## config.mk

```make
export PLATFORM = sky130hd
export DESIGN_NAME = stream_framing_shim
export DESIGN_NICKNAME = d
export VERILOG_FILES = /design/src/stream_shim_pkg.sv /design/src/frame_slice.sv /design/src/stream_framing_shim.sv
export SDC_FILE = /design/constraint.sdc
export NUM_CORES = 1
export LEC_CHECK = 0
export BUFFER_PORTS_ARGS = -buffer_cell sky130_fd_sc_hd__buf_2
export CAP_MARGIN = 15
export CORE_AREA = 2 2 284 286
export DETAILED_ROUTE_END_ITERATION = 7
export DIE_AREA = 0 0 286 288
export MAX_ROUTING_LAYER = met4
export PLACE_DENSITY = 0.46
export SLEW_MARGIN = 20
export SYNTH_ARGS = -nofsm -noshare
export SYNTH_HDL_FRONTEND = slang
export SYNTH_SLANG_ARGS = --single-unit
```

## constraint.sdc

```tcl
create_clock -name clk -period 7.65 [get_ports clk]
set_clock_uncertainty 0.1 [all_clocks]
set_input_delay 1.53 -clock clk [delete_from_list [all_inputs] [get_ports clk]]
set_output_delay 1.53 -clock clk [all_outputs]
set_load 0.005 [all_outputs]
```

## src/stream_shim_pkg.sv

```systemverilog
// constants used by the stream/framing shim; its register slice takes its width and polarities only as parameters
// assumes a single user clock and a synchronous active-high reset
package stream_shim_pkg;

  // user data path: bytes per word
  localparam int DATA_BYTES = 8;
  localparam int DATA_W = DATA_BYTES * 8;
  localparam int REMAINDER_W = $clog2(DATA_BYTES);

  // user flow control path: bytes per word
  localparam int UFC_BYTES = 8;
  localparam int UFC_W = UFC_BYTES * 8;
  localparam int UFC_REMAINDER_W = $clog2(UFC_BYTES);

  // native flow control stream word layout
  localparam int NFC_PAUSE_W = 8;
  localparam int NFC_PAUSE_POS = 0;
  localparam int NFC_STOP_POS = 8;
  localparam int NFC_DATA_W = 16;

  // user control stream word layout
  localparam int UK_PAY_W = 56;
  localparam int UK_PAY_POS = 0;
  localparam int UK_BLK_W = 4;
  localparam int UK_BLK_POS = 56;
  localparam int UK_DATA_W = 64;

  // values held during reset
  localparam logic RST_ACTIVE_LOW_IDLE = 1'b1;
  localparam logic RST_ACTIVE_HIGH_IDLE = 1'b0;
  localparam logic RST_IN_FRAME = 1'b0;

endpackage : stream_shim_pkg

```

## src/frame_slice.sv

```systemverilog
// one-word register slice with a skid word, polarity set per side
// assumes in_valid and out_ready are synchronous to clk
`timescale 1ns/1ps
module frame_slice #(
  parameter int W = 8,
  parameter bit IN_LOW = 1'b0,
  parameter bit OUT_LOW = 1'b1
) (
  input wire logic clk,
  input wire logic rst,
  input wire logic in_valid,
  output logic in_ready,
  input wire logic [W-1:0] in_data,
  output logic out_valid,
  input wire logic out_ready,
  output logic [W-1:0] out_data
);

  logic [W-1:0] main_q;
  logic [W-1:0] skid_q;
  logic out_valid_q;
  logic in_ready_q;
  logic main_vld;
  logic skid_vld;
  logic in_vld;
  logic out_rdy;
  logic take;
  logic free;

  if (W < 1) begin : g_chk
    $error("frame_slice width must be at least one");
  end

  // internal handshake is active high
  assign main_vld = out_valid_q ^ OUT_LOW;
  assign skid_vld = ~(in_ready_q ^ IN_LOW);
  assign in_vld = in_valid ^ IN_LOW;
  assign out_rdy = out_ready ^ OUT_LOW;
  assign take = in_vld & ~skid_vld;
  assign free = ~main_vld | out_rdy;

  always_ff @(posedge clk) begin
    if (rst) begin
      out_valid_q <= OUT_LOW;
      main_q <= '0;
    end else if (free) begin
      if (skid_vld) begin
        main_q <= skid_q;
        out_valid_q <= ~OUT_LOW;
      end else begin
        out_valid_q <= take ^ OUT_LOW;
        if (take) begin
          main_q <= in_data;
        end
      end
    end
  end

  // skid word absorbs one transfer while output stalls
  always_ff @(posedge clk) begin
    if (rst) begin
      in_ready_q <= ~IN_LOW;
      skid_q <= '0;
    end else if (free) begin
      in_ready_q <= ~IN_LOW;
    end else if (take) begin
      skid_q <= in_data;
      in_ready_q <= IN_LOW;
    end
  end

  assign in_ready = in_ready_q;
  assign out_valid = out_valid_q;
  assign out_data = main_q;

endmodule : frame_slice

```

## src/stream_framing_shim.sv

```systemverilog
// stream to framing shims for data, user flow control, native flow control
// and user control, plus framing to stream shims for data and user flow control
// assumes both sides run on clk and share the core reset
`timescale 1ns/1ps
module stream_framing_shim
  import stream_shim_pkg::*;
(
  input wire logic clk,
  input wire logic rst,
  // user data, stream side in
  input wire logic [stream_shim_pkg::DATA_W-1:0] s_axis_tx_tdata,
  input wire logic [stream_shim_pkg::DATA_BYTES-1:0] s_axis_tx_tkeep,
  input wire logic s_axis_tx_tlast,
  input wire logic s_axis_tx_tvalid,
  output logic s_axis_tx_tready,
  // user data, framing side out
  output logic [stream_shim_pkg::DATA_W-1:0] tx_data,
  output logic [stream_shim_pkg::REMAINDER_W-1:0] tx_remainder_count,
  output logic tx_sof_n,
  output logic tx_eof_n,
  output logic tx_src_ready_n,
  input wire logic tx_dest_ready_n,
  // user flow control, stream side in
  input wire logic ufc_tx_req,
  input wire logic [7:0] ufc_tx_ms,
  input wire logic [stream_shim_pkg::UFC_W-1:0] s_axis_ufc_tx_tdata,
  input wire logic s_axis_ufc_tx_tvalid,
  output logic s_axis_ufc_tx_tready,
  // user flow control, framing side out
  output logic ufc_tx_req_n,
  output logic [7:0] ufc_tx_ms_q,
  output logic [stream_shim_pkg::UFC_W-1:0] ufc_tx_data,
  output logic ufc_tx_src_ready_n,
  input wire logic ufc_tx_dest_ready_n,
  // native flow control, stream side in
  input wire logic [stream_shim_pkg::NFC_DATA_W-1:0] s_axis_nfc_tx_tdata,
  input wire logic s_axis_nfc_tx_tvalid,
  output logic s_axis_nfc_tx_tready,
  // native flow control, framing side out
  output logic [stream_shim_pkg::NFC_PAUSE_W-1:0] nfc_pause_count,
  output logic flow_stop_request,
  output logic nfc_tx_req_n,
  input wire logic nfc_tx_ack_n,
  // user control, stream side in
  input wire logic [stream_shim_pkg::UK_DATA_W-1:0] s_axis_user_k_tdata,
  input wire logic s_axis_user_k_tvalid,
  output logic s_axis_user_k_tready,
  // user control, framing side out
  output logic [stream_shim_pkg::UK_PAY_W-1:0] user_k_data,
  output logic [stream_shim_pkg::UK_BLK_W-1:0] user_block_number,
  output logic user_k_src_ready_n,
  input wire logic user_k_dest_ready_n,
  // user data receive, framing side in
  input wire logic [stream_shim_pkg::DATA_W-1:0] rx_data,
  input wire logic [stream_shim_pkg::REMAINDER_W-1:0] rx_remainder_count,
  input wire logic rx_eof_n,
  input wire logic rx_src_ready_n,
  // user data receive, stream side out
  output logic [stream_shim_pkg::DATA_W-1:0] m_axis_rx_tdata,
  output logic [stream_shim_pkg::DATA_BYTES-1:0] m_axis_rx_tkeep,
  output logic m_axis_rx_tlast,
  output logic m_axis_rx_tvalid,
  // user flow control receive, framing side in
  input wire logic [stream_shim_pkg::UFC_W-1:0] ufc_rx_data,
  input wire logic [stream_shim_pkg::UFC_REMAINDER_W-1:0] ufc_rx_remainder_count,
  input wire logic ufc_rx_eof_n,
  input wire logic ufc_rx_src_ready_n,
  // user flow control receive, stream side out
  output logic [stream_shim_pkg::UFC_W-1:0] m_axis_ufc_rx_tdata,
  output logic [stream_shim_pkg::UFC_BYTES-1:0] m_axis_ufc_rx_tkeep,
  output logic m_axis_ufc_rx_tlast,
  output logic m_axis_ufc_rx_tvalid
);

  localparam int TXW = DATA_W + REMAINDER_W + 2;

  if (DATA_BYTES < 2 || (DATA_BYTES & (DATA_BYTES - 1)) != 0) begin : g_chk_data
    $error("data bytes must be a power of two, at least two");
  end
  if (UFC_BYTES < 2 || (UFC_BYTES & (UFC_BYTES - 1)) != 0) begin : g_chk_ufc
    $error("flow control bytes must be a power of two, at least two");
  end
  if (NFC_STOP_POS < NFC_PAUSE_POS + NFC_PAUSE_W || NFC_STOP_POS >= NFC_DATA_W) begin : g_chk_nfc
    $error("native flow word layout does not fit");
  end
  if (UK_BLK_POS < UK_PAY_POS + UK_PAY_W || UK_BLK_POS + UK_BLK_W > UK_DATA_W) begin : g_chk_uk
    $error("user control word layout does not fit");
  end

  // count of valid bytes minus one, keep is contiguous from byte zero
  function automatic logic [REMAINDER_W-1:0] keep_to_remainder(input logic [DATA_BYTES-1:0] k);
    logic [REMAINDER_W:0] n;
    n = '0;
    for (int i = 0; i < DATA_BYTES; i++) begin
      n = n + {{REMAINDER_W{1'b0}}, k[i]};
    end
    n = n - 1'b1;
    return n[REMAINDER_W-1:0];
  endfunction : keep_to_remainder

  // low bytes up to and including the remainder position are valid
  function automatic logic [DATA_BYTES-1:0] remainder_to_keep(input logic [REMAINDER_W-1:0] r);
    logic [REMAINDER_W:0] idx;
    logic [DATA_BYTES-1:0] k;
    idx = '0;
    k = '0;
    for (int i = 0; i < DATA_BYTES; i++) begin
      k[i] = (idx <= {1'b0, r});
      idx = idx + 1'b1;
    end
    return k;
  endfunction : remainder_to_keep

  function automatic logic [UFC_BYTES-1:0] ufc_remainder_to_keep(
    input logic [UFC_REMAINDER_W-1:0] r);
    logic [UFC_REMAINDER_W:0] idx;
    logic [UFC_BYTES-1:0] k;
    idx = '0;
    k = '0;
    for (int i = 0; i < UFC_BYTES; i++) begin
      k[i] = (idx <= {1'b0, r});
      idx = idx + 1'b1;
    end
    return k;
  endfunction : ufc_remainder_to_keep

  logic in_frame_q;
  logic tx_accept;
  logic tx_sof;
  logic [TXW-1:0] tx_word;
  logic [TXW-1:0] tx_word_q;
  logic [NFC_PAUSE_W:0] nfc_word;
  logic [NFC_PAUSE_W:0] nfc_word_q;
  logic [UK_PAY_W+UK_BLK_W-1:0] uk_word;
  logic [UK_PAY_W+UK_BLK_W-1:0] uk_word_q;

  // word taken on valid and ready
  assign tx_accept = s_axis_tx_tvalid & s_axis_tx_tready;
  assign tx_sof = ~in_frame_q;

  always_ff @(posedge clk) begin
    if (rst) begin
      in_frame_q <= RST_IN_FRAME;
    end else if (tx_accept) begin
      in_frame_q <= ~s_axis_tx_tlast;
    end
  end

  assign tx_word = {~tx_sof, ~s_axis_tx_tlast, keep_to_remainder(s_axis_tx_tkeep),
                    s_axis_tx_tdata};

  frame_slice #(.W(TXW), .IN_LOW(1'b0), .OUT_LOW(1'b1)) u_tx_data (
    .clk(clk),
    .rst(rst),
    .in_valid(s_axis_tx_tvalid),
    .in_ready(s_axis_tx_tready),
    .in_data(tx_word),
    .out_valid(tx_src_ready_n),
    .out_ready(tx_dest_ready_n),
    .out_data(tx_word_q)
  );

  assign tx_data = tx_word_q[DATA_W-1:0];
  assign tx_remainder_count = tx_word_q[DATA_W +: REMAINDER_W];
  assign tx_eof_n = tx_word_q[DATA_W+REMAINDER_W];
  assign tx_sof_n = tx_word_q[DATA_W+REMAINDER_W+1];

  frame_slice #(.W(UFC_W), .IN_LOW(1'b0), .OUT_LOW(1'b1)) u_tx_ufc (
    .clk(clk),
    .rst(rst),
    .in_valid(s_axis_ufc_tx_tvalid),
    .in_ready(s_axis_ufc_tx_tready),
    .in_data(s_axis_ufc_tx_tdata),
    .out_valid(ufc_tx_src_ready_n),
    .out_ready(ufc_tx_dest_ready_n),
    .out_data(ufc_tx_data)
  );

  always_ff @(posedge clk) begin
    if (rst) begin
      ufc_tx_req_n <= RST_ACTIVE_LOW_IDLE;
      ufc_tx_ms_q <= 8'h00;
    end else begin
      ufc_tx_req_n <= ~ufc_tx_req;
      ufc_tx_ms_q <= ufc_tx_ms;
    end
  end

  assign nfc_word = {s_axis_nfc_tx_tdata[NFC_STOP_POS],
                     s_axis_nfc_tx_tdata[NFC_PAUSE_POS +: NFC_PAUSE_W]};

  frame_slice #(.W(NFC_PAUSE_W + 1), .IN_LOW(1'b0), .OUT_LOW(1'b1)) u_tx_nfc (
    .clk(clk),
    .rst(rst),
    .in_valid(s_axis_nfc_tx_tvalid),
    .in_ready(s_axis_nfc_tx_tready),
    .in_data(nfc_word),
    .out_valid(nfc_tx_req_n),
    .out_ready(nfc_tx_ack_n),
    .out_data(nfc_word_q)
  );

  assign nfc_pause_count = nfc_word_q[NFC_PAUSE_W-1:0];
  assign flow_stop_request = nfc_word_q[NFC_PAUSE_W];

  assign uk_word = {s_axis_user_k_tdata[UK_BLK_POS +: UK_BLK_W],
                    s_axis_user_k_tdata[UK_PAY_POS +: UK_PAY_W]};

  frame_slice #(.W(UK_PAY_W + UK_BLK_W), .IN_LOW(1'b0), .OUT_LOW(1'b1)) u_tx_uk (
    .clk(clk),
    .rst(rst),
    .in_valid(s_axis_user_k_tvalid),
    .in_ready(s_axis_user_k_tready),
    .in_data(uk_word),
    .out_valid(user_k_src_ready_n),
    .out_ready(user_k_dest_ready_n),
    .out_data(uk_word_q)
  );

  assign user_k_data = uk_word_q[UK_PAY_W-1:0];
  assign user_block_number = uk_word_q[UK_PAY_W +: UK_BLK_W];

  always_ff @(posedge clk) begin
    if (rst) begin
      m_axis_rx_tvalid <= RST_ACTIVE_HIGH_IDLE;
      m_axis_rx_tlast <= RST_ACTIVE_HIGH_IDLE;
      m_axis_rx_tdata <= '0;
      m_axis_rx_tkeep <= '0;
    end else begin
      m_axis_rx_tvalid <= ~rx_src_ready_n;
      m_axis_rx_tlast <= ~rx_eof_n & ~rx_src_ready_n;
      m_axis_rx_tdata <= rx_data;
      m_axis_rx_tkeep <= rx_eof_n ? {DATA_BYTES{1'b1}} : remainder_to_keep(rx_remainder_count);
    end
  end

  always_ff @(posedge clk) begin
    if (rst) begin
      m_axis_ufc_rx_tvalid <= RST_ACTIVE_HIGH_IDLE;
      m_axis_ufc_rx_tlast <= RST_ACTIVE_HIGH_IDLE;
      m_axis_ufc_rx_tdata <= '0;
      m_axis_ufc_rx_tkeep <= '0;
    end else begin
      m_axis_ufc_rx_tvalid <= ~ufc_rx_src_ready_n;
      m_axis_ufc_rx_tlast <= ~ufc_rx_eof_n & ~ufc_rx_src_ready_n;
      m_axis_ufc_rx_tdata <= ufc_rx_data;
      m_axis_ufc_rx_tkeep <= ufc_rx_eof_n ? {UFC_BYTES{1'b1}} :
                             ufc_remainder_to_keep(ufc_rx_remainder_count);
    end
  end

endmodule : stream_framing_shim

```

==> key figures <==
Run status
  – Run status: complete, no violations

Routing
  – Violation count after the first detailed-routing iteration: 874
  – Vias per cell: 4.60
  – Via count: 18200
  – Number of iterations in the first detailed-routing pass: 7
  – Number of remaining DRC errors: 0
  – Average detailed-routed wire length per instance: 18.9 um
  – Total Wirelength: 74.7 mm
  – Count of antenna-violating nets left after detailed routing: 0

Critical path
  – Critical path's slowest cell: fa_1
  – Cell mode on critical path: fa_1
  – Startpoint of the worst register-to-register path: u_tx_data.in_ready
  – Largest incremental delay on the critical path: 0.49 ns
  – Sort of element at the end of the critical path: flop
  – Arrival time of the worst setup path: 4.41 ns
  – R2R cell count: 5
  – List of cells traversed by the critical path: buf_2 -> inv_1 -> ha_1 -> fa_1 -> fa_1 -> inv_1 -> fa_1 -> fa_1 -> xnor2_1 -> nand2_1 -> a32o_1
  – Worst-path fanout max: 2
  – Startpoint kind of the worst setup timing path: primary input
  – Critical path type: in2reg
  – Register-to-Register Setup Slack: 4.29 ns
  – Critical path data required time: 8.03 ns
  – Endpoint of the most critical register-to-register path: u_tx_data.skid_q[66]

Logic synthesis
  – Avg Synthesized Cell Area: 9.59 um^2
  – Number of synthesized register bits: 569
  – Post-Synthesis Net Count: 2583
  – Total of warnings raised by yosys: 0
  – Post-synth design cell area: 21100 um^2
  – Sequential cell area fraction in the yosys report: 53.9%
  – Distinct cells, synth: 33
  – Number of standard cells after synthesis: 2203

Cells and area
  – Share of the core filled with cells: 34.6%
  – Fraction of final layout cells with drive strength greater than 1: 32.1%
  – Finished Layout Cells: 3959
  – Fin nets: 3209
  – P&R area growth vs syn: 30.6%
  – Final design area excluding fillers: 27600 um^2
  – Fill cell count: 8320

Clock tree
  – Clock tree from TritonCTS: built
  – Number of levels in the clock H-tree: 3
  – Number of buffers created by CTS: 67
  – Postcts setup bufs: 0
  – Resized Gates After CTS: 0
  – Clock transition at path regs: 0.06 ns
  – Root cell of the clock tree: clkbuf_16
  – Clock tree buffer depth: 3
  – Clock latency reported for the late side of the worst-skew pair: 0.60 ns
  – Number of buffers inserted for hold repair after clock tree synthesis: 0
  – Total number of clock tree sinks: 569

Timing
  – Final number of setup-violating endpoints: 0
  – Worst-case hold slack: 0.352 ns
  – Fin worst setup slack: 3.62 ns
  – RSZ-0062 raised after global routing: no
  – Fin Setup TNS: 0 ns
  – Final cycle utilization of the critical path: 52.6%
  – Slew @ Worst Pin: 0.980 ns
  – Fin. Hold Viols: 0
  – Time the worst path needs with I/O delays and setup: 4.03 ns
  – Maximum clock rate: 248 MHz
  – Count of final max-slew check failures: 0
  – Slew headroom: 34.7%

Pwr
  – Power density normalized to cell area: 257 nW/um^2
  – IR drop worst, VDD: 0.160 mV
  – Total power consumption of the routed design: 7.10 mW
  – Clock Power Share: 43.9%
  – Reported net switching power: 1.83 mW
  – Int Pwr: 5.27 mW
  – Sequential cell fraction of total power: 45.3%
  – Fraction of power spent switching nets: 25.7%
  – LEAKAGE: 12.7 nW
  – Combinational group share of total power: 10.8%

Placement
  – DP Wirelength: 51.1 mm
  – Number of cells in the design after placement: 3820
  – Port Buf Inserts: 729
  – Final weighted congestion of routability-driven global placement: 0.867
  – Post-DP Area: 25400 um^2
  – Worst slack at placement: 2.94 ns

Global routing
  – Aggregate global routing overflow: 0
  – Pin count of the biggest net entering global routing: 178
  – Vias in the first global route: 18100
  – GRT Overall Usage: 17.7%
  – Global-route wire length before repair: 109 mm
  – Number of antenna violations at the first check in global routing: 29

Floorplan
  – Initial Utilization: 26.5%
  – Overall die area: 82400 um^2
  – Row count: 104
  – Area of the core: 79600 um^2
  – Number of ports placed on the die boundary: 741
  – Die boundary height: 288 um
  – Die X-Extent: 286 um

Min path
  – Cell count of the worst hold path: 2
  – Class of the most critical hold timing path: reg2reg
  – Start point of the worst min-delay path: u_tx_nfc.skid_q[4]
  – Worst Hold Endpoint: u_tx_nfc.skid_q[4]

Job
  – Max-cap violations: 0
## power groups by stage
stage	Clock (mW)	Combinational (mW)	Sequential, mW
5_1_grt	3.34	0.843	3.23
2_1_floorplan	0	0.384	3.28
4_1_cts	3.21	0.779	3.22
6_report	3.12	0.765	3.21
3_5_place_dp	0	0.778	3.28
3_3_place_gp	0	0.766	3.27
## worst max-delay path, delay by kind of cell
| kind | cells | cell delay, ns |
|---|---|---|
| buf+inv | 3 | 0.17 |
| simple gates | 1 | 0.10 |
| fa+ha+maj | 5 | 2.00 |
| compound gates | 1 | 0.24 |
| xor+xnor | 1 | 0.36 |
## registers in the layout, indices dropped and copies added (netlist names), 60 cells and up
register,count
u_tx_ufc.skid_q,64
m_axis_rx_tdata,64
u_tx_data.out_data,69
u_tx_uk.out_data,60
u_tx_uk.skid_q,60
u_tx_data.skid_q,69
u_tx_ufc.out_data,64
m_axis_ufc_rx_tdata,64
## cell usage after synthesis
master	instances	area, um^2
xnor2_1	1	8.76
o21ai_1	1	5.00
buf_1	8	30.0
o31a_1	1	8.76
nor4_1	1	6.26
inv_1	11	41.3
nor2_1	15	56.3
ha_1	2	25.0
a311oi_1	1	8.76
fa_1	4	80.1
buf_6	7	78.8
buf_2	79	395
a21oi_1	410	2050
and2_1	3	18.8
o21a_1	1	7.51
dfxtp_1	569	11400
nand2b_1	8	50.1
nor2b_1	139	870
nand3_1	2	10.0
mux2i_1	200	2000
clkbuf_1	85	319
and4b_1	4	40.0
a211oi_1	142	1070
nand2_1	412	1550
o2111ai_1	1	8.76
or3_1	3	18.8
o21ai_0	2	10.0
a211oi_2	60	751
a32o_1	1	10.0
nor3_1	5	25.0
buf_4	19	143
and2b_1	2	15.0
nand4b_1	4	35.0
## cell families after synthesis
kind of cell / share of synthesized area (%)
fa+ha+maj: 0.497
xor+xnor: 0.0415
simple gates: 12.7
mux: 9.47
buf+inv: 4.77
compound gates: 18.6
flops: 53.9
## metal layers
| metal | track usage [%] | wire, um | vias up |
|---|---|---|---|
| li1 | - | - | 8879 |
| met1 | 20.2 | 30700 | 8633 |
| met2 | 28.6 | 35700 | 581 |
| met3 | 6.20 | 6400 | 101 |
| met4 | 6.35 | 1940 | 0 |
| met5 | - | 0 | - |
## how the worst max path moves through the flow
stage	from	to	slack [ns]	cells past startpoint
2_1_floorplan	s_axis_tx_tkeep[0]	u_tx_data.out_data[66]	3.45	10
3_3_place_gp	s_axis_tx_tkeep[0]	u_tx_data.out_data[66]	2.91	11
3_5_place_dp	s_axis_tx_tkeep[0]	u_tx_data.out_data[66]	2.94	11
4_1_cts	s_axis_tx_tkeep[0]	u_tx_data.out_data[66]	3.57	11
5_1_grt	s_axis_tx_tkeep[0]	u_tx_data.out_data[66]	3.53	11
6_report	s_axis_tx_tkeep[0]	u_tx_data.out_data[66]	3.62	11
## cell type report
type	count	area, um^2	share of cell area, %
clock buffers	102	1950	7.06
well taps	1060	1330	4.81
repair buffers	755	3870	14.0
multi-input cells	1425	8770	31.8
inverters	11	41.3	0.150
flip-flops and latches	569	11400	41.3
clock inverters	11	165	0.599
diodes	26	65.1	0.236
## placed cells by master, fill, tap and decap left out, types with 2 or more instances in the layout
cell,n
inv_1,11
a211oi_2,60
nand2b_2,5
ha_1,2
nand3_1,2
nand2_1,412
mux2i_1,200
or3_1,3
o21ai_0,2
buf_4,23
buf_2,728
a211oi_1,142
a21oi_1,410
buf_6,2
diode_2,26
nand4b_1,4
nor3_1,5
clkbuf_8,12
inv_16,3
dfxtp_1,566
clkbuf_16,68
nand2b_1,2
nor2b_1,139
dfxtp_4,3
nor2_1,14
inv_6,3
fa_1,4
clkinv_2,2
clkbuf_1,22
and2b_1,2
and4b_2,3
Note: power is estimated with default switching activity, not from simulation.
